**src/pkg/rtc_map.vh**
```
// rtc_map.vh: location indices, field positions, reset values and timing
// counts for the real-time clock core; definitions only.
`ifndef RTC_MAP_VH
`define RTC_MAP_VH

// location index; bus byte address is four times the index
`define RTC_IX_SEC       5'h00
`define RTC_IX_ALM_SEC   5'h01
`define RTC_IX_MIN       5'h02
`define RTC_IX_ALM_MIN   5'h03
`define RTC_IX_HOUR      5'h04
`define RTC_IX_ALM_HOUR  5'h05
`define RTC_IX_DOW       5'h06
`define RTC_IX_DATE      5'h07
`define RTC_IX_MON       5'h08
`define RTC_IX_YEAR      5'h09
`define RTC_IX_CRA       5'h0a
`define RTC_IX_CRB       5'h0b
`define RTC_IX_CRC       5'h0c
`define RTC_IX_CRD       5'h0d
`define RTC_IX_ALM_DOW   5'h0e
`define RTC_IX_ALM_DATE  5'h0f
`define RTC_IX_ALM_MON   5'h10
`define RTC_IX_ALM_YEAR  5'h11

// field positions
`define RTC_CRA_UIP      7
`define RTC_CRB_SET      7
`define RTC_CRB_PIE      6
`define RTC_CRB_AIE      5
`define RTC_CRB_UIE      4
`define RTC_CRB_DM       2
`define RTC_CRB_H24      1

// reset values
`define RTC_CRA_RST      8'h20
`define RTC_CRB_RST      8'h02
`define RTC_CRD_VAL      8'h80

// timing
`define RTC_REF_HZ       32768
`define RTC_DIV_BITS     15
`define RTC_DIV_HALF     15'h4000
`define RTC_UIP_US       244
`define RTC_UIP_TICKS    ((`RTC_UIP_US * `RTC_REF_HZ + 999999) / 1000000)
`define RTC_SYS_MHZ      200
`define RTC_LOCK_MS      100
`define RTC_LOCK_CYC     (`RTC_LOCK_MS * `RTC_SYS_MHZ * 1000)

`endif

```
**src/rtl/rtc_field_inc.v**
```verilog
// rtc_field_inc.v: one time field incrementer with wrap, bcd or binary.
// assumes lo/hi are binary bounds and the value is within them.
`timescale 1ns/10ps
module rtc_field_inc (
   input  wire       bcd_i,
   input  wire [7:0] val_i,
   input  wire [7:0] lo_i,
   input  wire [7:0] hi_i,
   output reg  [7:0] nxt_o,
   output reg        wrap_o
);
   reg [7:0] b;
   reg [7:0] t;
   reg [7:0] u;

   // decode, step, wrap to the low bound, encode back
   always @* begin
      b = bcd_i ? ({1'b0, val_i[7:4], 3'b000} + {3'b000, val_i[7:4], 1'b0}
                   + {4'h0, val_i[3:0]}) : val_i;
      wrap_o = (b >= hi_i);
      b      = wrap_o ? lo_i : b + 8'h01;
      t      = b / 8'h0a;
      u      = b % 8'h0a;
      nxt_o  = bcd_i ? {t[3:0], u[3:0]} : b;
   end
endmodule // rtc_field_inc

```
**src/rtl/rtc_div.v**
```verilog
// rtc_div.v: fifteen stage divider of the reference tick, with update,
// update-pending and periodic taps.
// assumes ref_tick_i is a one-cycle pulse per reference period.
`timescale 1ns/10ps
`include "rtc_map.vh"
module rtc_div #(
   parameter W = `RTC_DIV_BITS
) (
   input  wire       clk_i,
   input  wire       rst_n_i,
   input  wire       ref_tick_i,
   input  wire       run_i,
   input  wire       start_i,
   input  wire [3:0] tap_i,
   output wire       uip_o,
   output reg        upd_o,
   output reg        per_o
);
   localparam integer UIP_N = `RTC_UIP_TICKS + 1;
   reg  [W-1:0] cnt;
   // offset cut to the counter width on purpose
   wire [W-1:0] sum  = cnt + UIP_N[W-1:0];
   wire [W-1:0] mask = ({{(W-1){1'b0}}, 1'b1} << tap_i) - 1'b1;
   wire [W-1:0] half = {{(W-1){1'b0}}, 1'b1} << (tap_i - 4'h1);

   // ripple of divide-by-two stages modelled as one counter
   always @(posedge clk_i or negedge rst_n_i) begin
      if (!rst_n_i) begin
         cnt   <= {W{1'b0}};
         upd_o <= 1'b0;
         per_o <= 1'b0;
      end else begin
         upd_o <= run_i & ref_tick_i & (&cnt);
         // periodic lands half a period plus uip window ahead of update
         per_o <= run_i & ref_tick_i & (tap_i != 4'h0) & ((sum & mask) == half);
         if (start_i)
            cnt <= `RTC_DIV_HALF;
         else if (run_i & ref_tick_i)
            cnt <= cnt + 1'b1;
      end
   end

   // pending flag covers the last ticks before the wrap
   assign uip_o = run_i & (cnt >= ({W{1'b1}} - `RTC_UIP_TICKS + 1));
endmodule // rtc_div

```
**src/rtl/rtc_core.v**
```verilog
// rtc_core.v: time keeping and alarm core with avalon-mm register slave.
// assumes SLOW_CLK_I and VCC_OK_I are synchronous to CLK_SYS_I and the
// reference is far slower than the system clock.
//
// Implementation choices: the Avalon-MM interface to the registers and the register offsets.
`timescale 1ns/10ps
`include "rtc_map.vh"
module rtc_core #(
   parameter LOCK_CYC = `RTC_LOCK_CYC
) (
   input  wire        CLK_SYS_I,
   input  wire        RST_N_I,
   input  wire        SLOW_CLK_I,
   input  wire        VCC_OK_I,
   input  wire [6:0]  AVS_ADDRESS_I,
   input  wire        AVS_READ_I,
   input  wire        AVS_WRITE_I,
   input  wire [31:0] AVS_WRITEDATA_I,
   input  wire [3:0]  AVS_BYTEENABLE_I,
   output reg  [31:0] AVS_READDATA_O,
   output wire        AVS_WAITREQUEST_O,
   output wire        RTC_IRQ_O,
   output reg         RTC_IRQ_OE_N_O
);
   reg         rst_s1;
   reg         rst_s2;
   wire        rst_n = rst_s2;
   reg         ref_d;
   wire        ref_tick;
   reg  [2:0]  divider_control;
   reg  [3:0]  rate_select;
   reg  [7:0]  control_reg_b;
   reg         periodic_flag;
   reg         alarm_flag;
   reg         update_end_flag;
   reg  [7:0]  cur [0:6];
   reg  [7:0]  usr [0:6];
   reg  [7:0]  alm [0:6];
   reg         load_pend;
   reg         alm_wait;
   reg         norm_d;
   reg         locked;
   reg  [31:0] lock_cnt;
   reg         ack;
   wire        normal;
   wire        update_pending;
   wire        upd;
   wire        per_ev;
   reg  [3:0]  tap;
   wire        frozen = control_reg_b[`RTC_CRB_SET];
   wire        bcd    = ~control_reg_b[`RTC_CRB_DM];
   wire        h24    = control_reg_b[`RTC_CRB_H24];
   wire        irq_flag_any;
   wire        req    = AVS_READ_I | AVS_WRITE_I;
   wire        fire   = req & ack & ~locked;
   wire        wr     = fire & AVS_WRITE_I & AVS_BYTEENABLE_I[0];
   wire        clr_c;
   wire [7:0]  wdat   = AVS_WRITEDATA_I[7:0];
   wire [4:0]  ix     = AVS_ADDRESS_I[6:2];
   reg  [2:0]  slot;
   reg         is_time;
   reg         is_alm;
   reg  [7:0]  rd_val;
   reg  [7:0]  lo_w [0:6];
   reg  [7:0]  hi_w [0:6];
   reg  [7:0]  in_w [0:6];
   wire [7:0]  nx_w [0:6];
   wire [6:0]  wrap_w;
   reg  [7:0]  mdays;
   reg  [7:0]  mon_b;
   reg  [7:0]  yr_b;
   reg         hr_day;
   reg         alm_hit;
   integer     i;
   localparam [7:0] CRA_RST = `RTC_CRA_RST;

   // reset release through two flops, assertion stays asynchronous
   always @(posedge CLK_SYS_I or negedge RST_N_I) begin
      if (!RST_N_I) begin
         rst_s1 <= 1'b0;
         rst_s2 <= 1'b0;
      end else begin
         rst_s1 <= 1'b1;
         rst_s2 <= rst_s1;
      end
   end

   // rising edge of the reference gives one tick per 30.5 us
   always @(posedge CLK_SYS_I or negedge rst_n) begin
      if (!rst_n)
         ref_d <= 1'b0;
      else
         ref_d <= SLOW_CLK_I;
   end
   assign ref_tick = SLOW_CLK_I & ~ref_d;

   // 01x and 100 count; 11x, 101 and 00x all stop the chain, and a restart loads the half-second point
   assign normal = (divider_control == 3'h2) | (divider_control == 3'h3)
                 | (divider_control == 3'h4);

   // rate code to tap: codes 1 and 2 reuse taps 7 and 8, the taps of codes 8 and 9
   always @* begin
      case (rate_select)
         4'h0:    tap = 4'h0;
         4'h1:    tap = 4'h7;
         4'h2:    tap = 4'h8;
         default: tap = rate_select - 4'h1;
      endcase
   end

   rtc_div #(
      .W          (`RTC_DIV_BITS)
   ) u_div (
      .clk_i      (CLK_SYS_I),
      .rst_n_i    (rst_n),
      .ref_tick_i (ref_tick),
      .run_i      (normal),
      .start_i    (normal & ~norm_d),
      .tap_i      (tap),
      .uip_o      (update_pending),
      .upd_o      (upd),
      .per_o      (per_ev)
   );

   function [7:0] to_bin;
      input [7:0] v;
      input       b;
      begin
         to_bin = b ? ({1'b0, v[7:4], 3'b000} + {3'b000, v[7:4], 1'b0} + {4'h0, v[3:0]}) : v;
      end
   endfunction

   // field bounds; month length from month and year
   always @* begin
      mon_b = to_bin(cur[5], bcd);
      yr_b  = to_bin(cur[6], bcd);
      case (mon_b)
         8'h02:   mdays = (yr_b[1:0] == 2'b00) ? 8'h1d : 8'h1c;
         8'h04, 8'h06, 8'h09, 8'h0b: mdays = 8'h1e;
         default: mdays = 8'h1f;
      endcase
      for (i = 0; i < 7; i = i + 1) begin
         in_w[i] = cur[i];
         lo_w[i] = 8'h00;
         hi_w[i] = 8'h3b;
      end
      in_w[2] = h24 ? cur[2] : {1'b0, cur[2][6:0]};
      lo_w[2] = h24 ? 8'h00 : 8'h01;
      hi_w[2] = h24 ? 8'h17 : 8'h0c;
      lo_w[3] = 8'h01;
      hi_w[3] = 8'h07;
      lo_w[4] = 8'h01;
      hi_w[4] = mdays;
      lo_w[5] = 8'h01;
      hi_w[5] = 8'h0c;
      hi_w[6] = 8'h63;
      // 12 hour day rolls at eleven pm, not at the 12 to 1 wrap
      hr_day  = h24 ? wrap_w[2] : (cur[2][7] & (to_bin({1'b0, cur[2][6:0]}, bcd) == 8'h0b));
   end

   genvar g;
   generate
      for (g = 0; g < 7; g = g + 1) begin : g_fld
         rtc_field_inc u_inc (
            .bcd_i  (bcd),
            .val_i  (in_w[g]),
            .lo_i   (lo_w[g]),
            .hi_i   (hi_w[g]),
            .nxt_o  (nx_w[g]),
            .wrap_o (wrap_w[g])
         );
      end
   endgenerate

   // address decode of the location index
   always @* begin
      slot    = 3'h0;
      is_time = 1'b0;
      is_alm  = 1'b0;
      if (ix == `RTC_IX_SEC) begin
         slot = 3'h0; is_time = 1'b1;
      end else if (ix == `RTC_IX_MIN) begin
         slot = 3'h1; is_time = 1'b1;
      end else if (ix == `RTC_IX_HOUR) begin
         slot = 3'h2; is_time = 1'b1;
      end else if (ix == `RTC_IX_DOW) begin
         slot = 3'h3; is_time = 1'b1;
      end else if (ix == `RTC_IX_DATE) begin
         slot = 3'h4; is_time = 1'b1;
      end else if (ix == `RTC_IX_MON) begin
         slot = 3'h5; is_time = 1'b1;
      end else if (ix == `RTC_IX_YEAR) begin
         slot = 3'h6; is_time = 1'b1;
      end else if (ix == `RTC_IX_ALM_SEC) begin
         slot = 3'h0; is_alm = 1'b1;
      end else if (ix == `RTC_IX_ALM_MIN) begin
         slot = 3'h1; is_alm = 1'b1;
      end else if (ix == `RTC_IX_ALM_HOUR) begin
         slot = 3'h2; is_alm = 1'b1;
      end else if (ix == `RTC_IX_ALM_DOW) begin
         slot = 3'h3; is_alm = 1'b1;
      end else if (ix == `RTC_IX_ALM_DATE) begin
         slot = 3'h4; is_alm = 1'b1;
      end else if (ix == `RTC_IX_ALM_MON) begin
         slot = 3'h5; is_alm = 1'b1;
      end else if (ix == `RTC_IX_ALM_YEAR) begin
         slot = 3'h6; is_alm = 1'b1;
      end
   end

   // read mux; frozen reads see the snapshot
   always @* begin
      if (is_time)
         rd_val = frozen ? usr[slot] : cur[slot];
      else if (is_alm)
         rd_val = alm[slot];
      else if (ix == `RTC_IX_CRA)
         rd_val = {update_pending, divider_control, rate_select};
      else if (ix == `RTC_IX_CRB)
         rd_val = control_reg_b;
      else if (ix == `RTC_IX_CRC)
         rd_val = {irq_flag_any, periodic_flag, alarm_flag, update_end_flag, 4'h0};
      else if (ix == `RTC_IX_CRD)
         rd_val = `RTC_CRD_VAL;
      else
         rd_val = 8'h00;
   end

   // alarm compare, don't-care fields match anything
   always @* begin
      alm_hit = 1'b1;
      for (i = 0; i < 7; i = i + 1)
         if (!((alm[i][7:6] == 2'b11) || (alm[i] == cur[i])))
            alm_hit = 1'b0;
   end

   // bus handshake: one wait cycle, data captured before the release
   assign AVS_WAITREQUEST_O = req & ~ack;
   always @(posedge CLK_SYS_I or negedge rst_n) begin
      if (!rst_n) begin
         ack            <= 1'b0;
         AVS_READDATA_O <= 32'h0000_0000;
      end else begin
         ack <= req & ~ack;
         if (AVS_READ_I & ~ack)
            AVS_READDATA_O <= {24'h00_0000, locked ? 8'h00 : rd_val};
      end
   end

   // power lockout; release LOCK_CYC cycles after supply returns, or at once while the divider counts
   always @(posedge CLK_SYS_I or negedge rst_n) begin
      if (!rst_n) begin
         locked   <= 1'b1;
         lock_cnt <= 32'h0000_0000;
      end else if (!VCC_OK_I) begin
         locked   <= 1'b1;
         lock_cnt <= 32'h0000_0000;
      end else if (locked) begin
         if (normal || (lock_cnt >= LOCK_CYC - 1))
            locked <= 1'b0;
         else
            lock_cnt <= lock_cnt + 32'h0000_0001;
      end
   end

   // control registers and activation edge
   always @(posedge CLK_SYS_I or negedge rst_n) begin
      if (!rst_n) begin
         divider_control <= CRA_RST[6:4];
         rate_select     <= CRA_RST[3:0];
         control_reg_b   <= `RTC_CRB_RST;
         norm_d          <= 1'b0;
      end else begin
         norm_d <= normal;
         if (wr && ix == `RTC_IX_CRA) begin
            divider_control <= wdat[6:4];
            rate_select     <= wdat[3:0];
         end
         if (wr && ix == `RTC_IX_CRB)
            control_reg_b <= wdat;
      end
   end

   // flags: reading c clears, a same-cycle event still sets
   assign clr_c = fire & AVS_READ_I & (ix == `RTC_IX_CRC);
   always @(posedge CLK_SYS_I or negedge rst_n) begin
      if (!rst_n) begin
         periodic_flag   <= 1'b0;
         alarm_flag      <= 1'b0;
         update_end_flag <= 1'b0;
         alm_wait        <= 1'b0;
         RTC_IRQ_OE_N_O  <= 1'b1;
      end else begin
         periodic_flag   <= per_ev | (periodic_flag & ~clr_c);
         update_end_flag <= upd | (update_end_flag & ~clr_c);
         // compare one reference tick after the update ends
         if (upd)
            alm_wait <= 1'b1;
         else if (ref_tick)
            alm_wait <= 1'b0;
         alarm_flag     <= (alm_wait & ref_tick & ~upd & alm_hit) | (alarm_flag & ~clr_c);
         RTC_IRQ_OE_N_O <= ~irq_flag_any;
      end
   end
   assign irq_flag_any = (periodic_flag & control_reg_b[`RTC_CRB_PIE])
                       | (alarm_flag & control_reg_b[`RTC_CRB_AIE])
                       | (update_end_flag & control_reg_b[`RTC_CRB_UIE]);
   // open-drain: only ever drives low
   assign RTC_IRQ_O = 1'b0;

   // alarm registers
   always @(posedge CLK_SYS_I or negedge rst_n) begin
      if (!rst_n) begin
         for (i = 0; i < 7; i = i + 1)
            alm[i] <= 8'h00;
      end else if (wr && is_alm) begin
         alm[slot] <= wdat;
      end
   end

   // user copies: snapshot on freeze, host writes while frozen
   always @(posedge CLK_SYS_I or negedge rst_n) begin
      if (!rst_n) begin
         for (i = 0; i < 7; i = i + 1)
            usr[i] <= 8'h00;
         load_pend <= 1'b0;
      end else begin
         if (wr && ix == `RTC_IX_CRB && wdat[`RTC_CRB_SET] && !frozen) begin
            for (i = 0; i < 7; i = i + 1)
               usr[i] <= cur[i];
         end else if (wr && is_time && frozen) begin
            usr[slot] <= wdat;
         end
         if (wr && ix == `RTC_IX_CRB && !wdat[`RTC_CRB_SET] && frozen)
            load_pend <= 1'b1;
         else if (!upd)
            load_pend <= 1'b0;
      end
   end

   // running counters advance every second whatever freeze says
   always @(posedge CLK_SYS_I or negedge rst_n) begin
      if (!rst_n) begin
         for (i = 0; i < 7; i = i + 1)
            cur[i] <= 8'h00;
         cur[3] <= 8'h01;
         cur[4] <= 8'h01;
         cur[5] <= 8'h01;
      end else if (upd) begin
         cur[0] <= nx_w[0];
         if (wrap_w[0])
            cur[1] <= nx_w[1];
         if (wrap_w[0] & wrap_w[1])
            cur[2] <= h24 ? nx_w[2] : {cur[2][7] ^ (nx_w[2] == (bcd ? 8'h12 : 8'h0c)), nx_w[2][6:0]};
         if (wrap_w[0] & wrap_w[1] & hr_day) begin
            cur[3] <= nx_w[3];
            cur[4] <= nx_w[4];
            if (wrap_w[4])
               cur[5] <= nx_w[5];
            if (wrap_w[4] & wrap_w[5])
               cur[6] <= nx_w[6];
         end
      end else if (load_pend) begin
         // the update pulse is one cycle, so a load that meets it runs one cycle later
         for (i = 0; i < 7; i = i + 1)
            cur[i] <= usr[i];
      end else if (wr && is_time && !frozen) begin
         cur[slot] <= wdat;
      end
   end
endmodule // rtc_core

```
**config.mk**
```make
export PLATFORM = sky130hd
export DESIGN_NAME = rtc_core
export DESIGN_NICKNAME = d
export VERILOG_FILES = /design/src/rtl/rtc_field_inc.v /design/src/rtl/rtc_div.v /design/src/rtl/rtc_core.v
export VERILOG_INCLUDE_DIRS = /design/src /design/src/pkg
export SDC_FILE = /design/constraint.sdc
export NUM_CORES = 1
export LEC_CHECK = 0
export BUFFER_PORTS_ARGS = -buffer_cell sky130_fd_sc_hd__buf_2
export CAP_MARGIN = 40
export CORE_UTILIZATION = 60
export DETAILED_ROUTE_END_ITERATION = 10
export GPL_TIMING_DRIVEN = 0
export PLACE_DENSITY = 0.74
export SLEW_MARGIN = 20
export SYNTH_ARGS = -nofsm -noshare
export SYNTH_HDL_FRONTEND = slang
export SYNTH_HIERARCHICAL = 1
export SYNTH_SLANG_ARGS = --single-unit
```
**constraint.sdc**
```tcl
create_clock -name CLK_SYS_I -period 10.5 [get_ports CLK_SYS_I]
set_input_delay 0.525 -clock CLK_SYS_I [delete_from_list [all_inputs] [get_ports CLK_SYS_I]]
set_output_delay 0.525 -clock CLK_SYS_I [all_outputs]
set_load 0.05 [all_outputs]
```
==> impl_metrics.tcl <==
set metrics [dict create \
    outcome "finished, final reports clean" \
    root_buffer "clkbuf_16" \
    first_pass_iters 8 \
    rows 77 \
    worst_slew_pin_slew_ps 979 \
    internal_power_mw 1.67 \
    hold_depth 1 \
    fin_crit_sh_pct 73.5 \
    synthCells 3298 \
    die_w_microns 215 \
    clockPowerShare_pct 47.1 \
    gp_congestion 1.04 \
    via_count 27000 \
    p_sw_mw 0.586 \
    cts_tree "yes" \
    grt_pass1_vias 26000 \
    yosysTopAreaCellShare_pct 22.5 \
    synthTopCellsByCount "nand2_1 (292), nor2_1 (259), dfrtp_1 (245)" \
    ys_seq_area_share_pct 23.2 \
    fmax_mhz 130 \
    grt_overflow 0 \
    gr-usage-all-layers_pct 37.9 \
    wl_per_cell_microns 21.1 \
    synth_top_area_cell "dfrtp_1" \
    synthMuxAreaShare_pct 12.0 \
    post_cts_resize_count 0 \
    slowest_delay_ps 610 \
    synth_top_family_by_area "compound AO/OA/AOI/OAI gates" \
    synth-xor-area-share_pct 5.04 \
    critical_path.max_fanout 10 \
    hpwl_mm 67.7 \
    synthSimpleGateAreaFrac_pct 20.4 \
    antenna_found_initial 3 \
    yosysUniqueCellTypes 131 \
    total_power_mw 2.26 \
    h-tree-depth 1 \
    postCtsSetupBuffers 0 \
    reg2reg_slack_ps 2780 \
    period_needed_ps 7720 \
    synth-main-ff-cell "dfrtp_1" \
    core-area_sq_mm 0.0444 \
    max-slew-margin-rel_pct 34.8 \
    grt_max_degree 60 \
    chipHeight_microns 215 \
    clock-skew-final_ps 17.1 \
    async_reset_ff_share_pct 100 \
    synthAdderAreaFrac_pct 7.83 \
    pin_count 84 \
    synth_area_leaders "dfrtp_1 (23%), mux2_2 (6.8%), ha_1 (6.1%), mux2i_1 (4.9%), nand2_1 (4.0%)" \
    r2r_cells 26 \
    clk_pin_slew_worst_paths_ps 60 \
    drcViolationCount 0 \
    drive_above_1_share_pct 13.6 \
    worstPathArrival_ps 8160 \
    cts_sinks 252 \
    ys_ff_latch 252 \
    ys.warnings.count 6 \
    cap_violations 0 \
    seqPwrFrac_pct 43.4 \
    dieArea_sq_mm 0.0462 \
    finalSetupViolCount 0 \
    fillCellCount 3717 \
    wl_mm 89.0 \
    critPathKind "reg -> reg" \
    port_buffers 18 \
    ir_drop_v 0.000159 \
    cp_slowest_cell "clkbuf_1" \
    drt_iter0_drc 2760 \
    synth-compound-area-share_pct 24.4 \
    grt_pass1_wl_mm 141 \
    cp-end-kind "flip-flop" \
    cp-start-kind "flip-flop" \
    p_per_area_mw_per_mm2 74.8 \
    setup_tns_ps 0 \
    synth_area_sq_mm 0.0272 \
    cp_data_required_time_ps 10940 \
    maxSlewViolCount 0 \
    hp-class "in -> reg" \
    path_common_cell "ha_1" \
    fin_nets 3798 \
    rsz0062_at_grt "no" \
    synth_edf_count 0 \
    via_per_inst 6.41 \
    hold_viol 0 \
    numCtsBuffers 29 \
    postRouteAntennaNets 0 \
    synth_most_common_cell "nand2_1" \
    insertion_delay_ps 570 \
    power_frac_comb_pct 9.5 \
    area_growth_pct 10.9 \
    leakagePower_nw 14.5 \
    avgSynthCellArea_sq_um 8.24 \
    swShare_pct 25.9 \
    start_util_pct 61.2 \
    cts_hold_buf 1 \
    clockBufferDepth 3 \
]
-- path summary, 6_finish.rpt --
path	startpoint	to
max	cur[39]	cur[39]
min	SLOW_CLK_I	ref_d
max reg2reg	cur[39]	cur[39]
min reg2reg	rst_n	lock_cnt[27]
max in group asynchronous	rst_n	cur[8]
min in group asynchronous	RST_N_I	rst_n
-- cell families (layout without fill, tap and decap cells) --
kind of cell,after synthesis,after routing
xor+xnor,153,153
buf+inv,409,503
simple gates,1060,1060
compound gates,961,961
fa+ha+maj,161,161
other cells,2,233
mux,300,300
flops,252,252
-- through the flow --
stage / cell area, sq um / worst slack (ps) / hold slack, ps / util (%) / instances
6_report: 30200 / 2780 / 91.6 / 67.9 / 4215
5_1_grt: 30200 / 2400 / 77.1 / 67.9 / 4215
4_1_cts: 30100 / 2920 / 71.6 / 67.8 / 4208
3_5_place_dp: 29100 / 2950 / 313 / 65.6 / 4154
3_3_place_gp: 28900 / 211 / 310 / 65.0 / 4137
2_1_floorplan: 28000 / 2970 / 229 / - / 3527
-- power by group through the flow --
stage          clock [mW]  sequential, mW  combinational [mW]
2_1_floorplan           0            1.01               0.128
3_3_place_gp            0            1.01               0.175
3_5_place_dp            0           0.998               0.201
4_1_cts              1.07           0.980               0.202
5_1_grt              1.11           0.980               0.230
6_report             1.06           0.980               0.214
-- critical path: cells and delay by family, from the launching register on --
| kind | cells | cell delay (ps) |
|---|---|---|
| buffers and inverters | 3 | 1030 |
| adder cells (fa/ha/maj) | 4 | 1230 |
| AO/OA/AOI/OAI | 9 | 2780 |
| flip-flops | 1 | 320 |
| AND/OR/NAND/NOR | 8 | 1690 |
| multiplexers | 2 | 550 |
-- cells in the final DEF (no fill, tap or decap), types with 30 or more instances in the layout --
cell      netlist  routed
buf_4          40      50
ha_1          132     132
nor3_1         54      53
nor4_1         43      42
o211ai_1       35      35
a211oi_1       32      32
o21ai_0       203     203
dfrtp_1       245     244
nand2b_1       44      44
nor2b_1        45      45
mux2_2        163     163
inv_1         177     176
clkbuf_1      116     122
nand3_1        55      55
xnor2_1        57      57
nand3b_1       30      30
nand2_1       292     292
a31oi_1        46      46
a21oi_1       207     207
a22oi_1        72      72
buf_2          24      43
xor2_1         92      92
conb_1          2     231
o22ai_1        34      34
nor2_1        259     259
mux2i_1       132     132
-- routing by layer --
metal	vias to the layer above	GRT usage (%)	part of all wire (%)
met4	2	16.3	4.9
li1	12500	-	-
met3	294	7.03	8.7
met1	12900	48.8	41
met2	1330	62.1	45
met5	-	0	0.015
-- state kept, by name, summed over array words and instances, names as in the netlist, 3 cells and up --
| name | flops |
|---|---|
| AVS_READDATA_O | 8 |
| alm | 56 |
| control_reg_b | 8 |
| cur | 56 |
| divider_control | 3 |
| lock_cnt | 32 |
| rate_select | 4 |
| u_div/cnt | 15 |
| usr | 56 |
-- layout make-up --
class	count	area [sq um]	share of cell area (%)
Antenna cell	2	5.00	0.0166
Buffer	218	1190	3.94
Clock buffer	40	817	2.71
Clock inverter	13	168	0.556
Inverter	191	729	2.42
Multi-Input combinational cell	2866	19800	65.8
Sequential cell	252	6320	20.9
Tap cell	592	741	2.46
Timing Repair Buffer	41	359	1.19
Power figures use the tool's default switching activity.
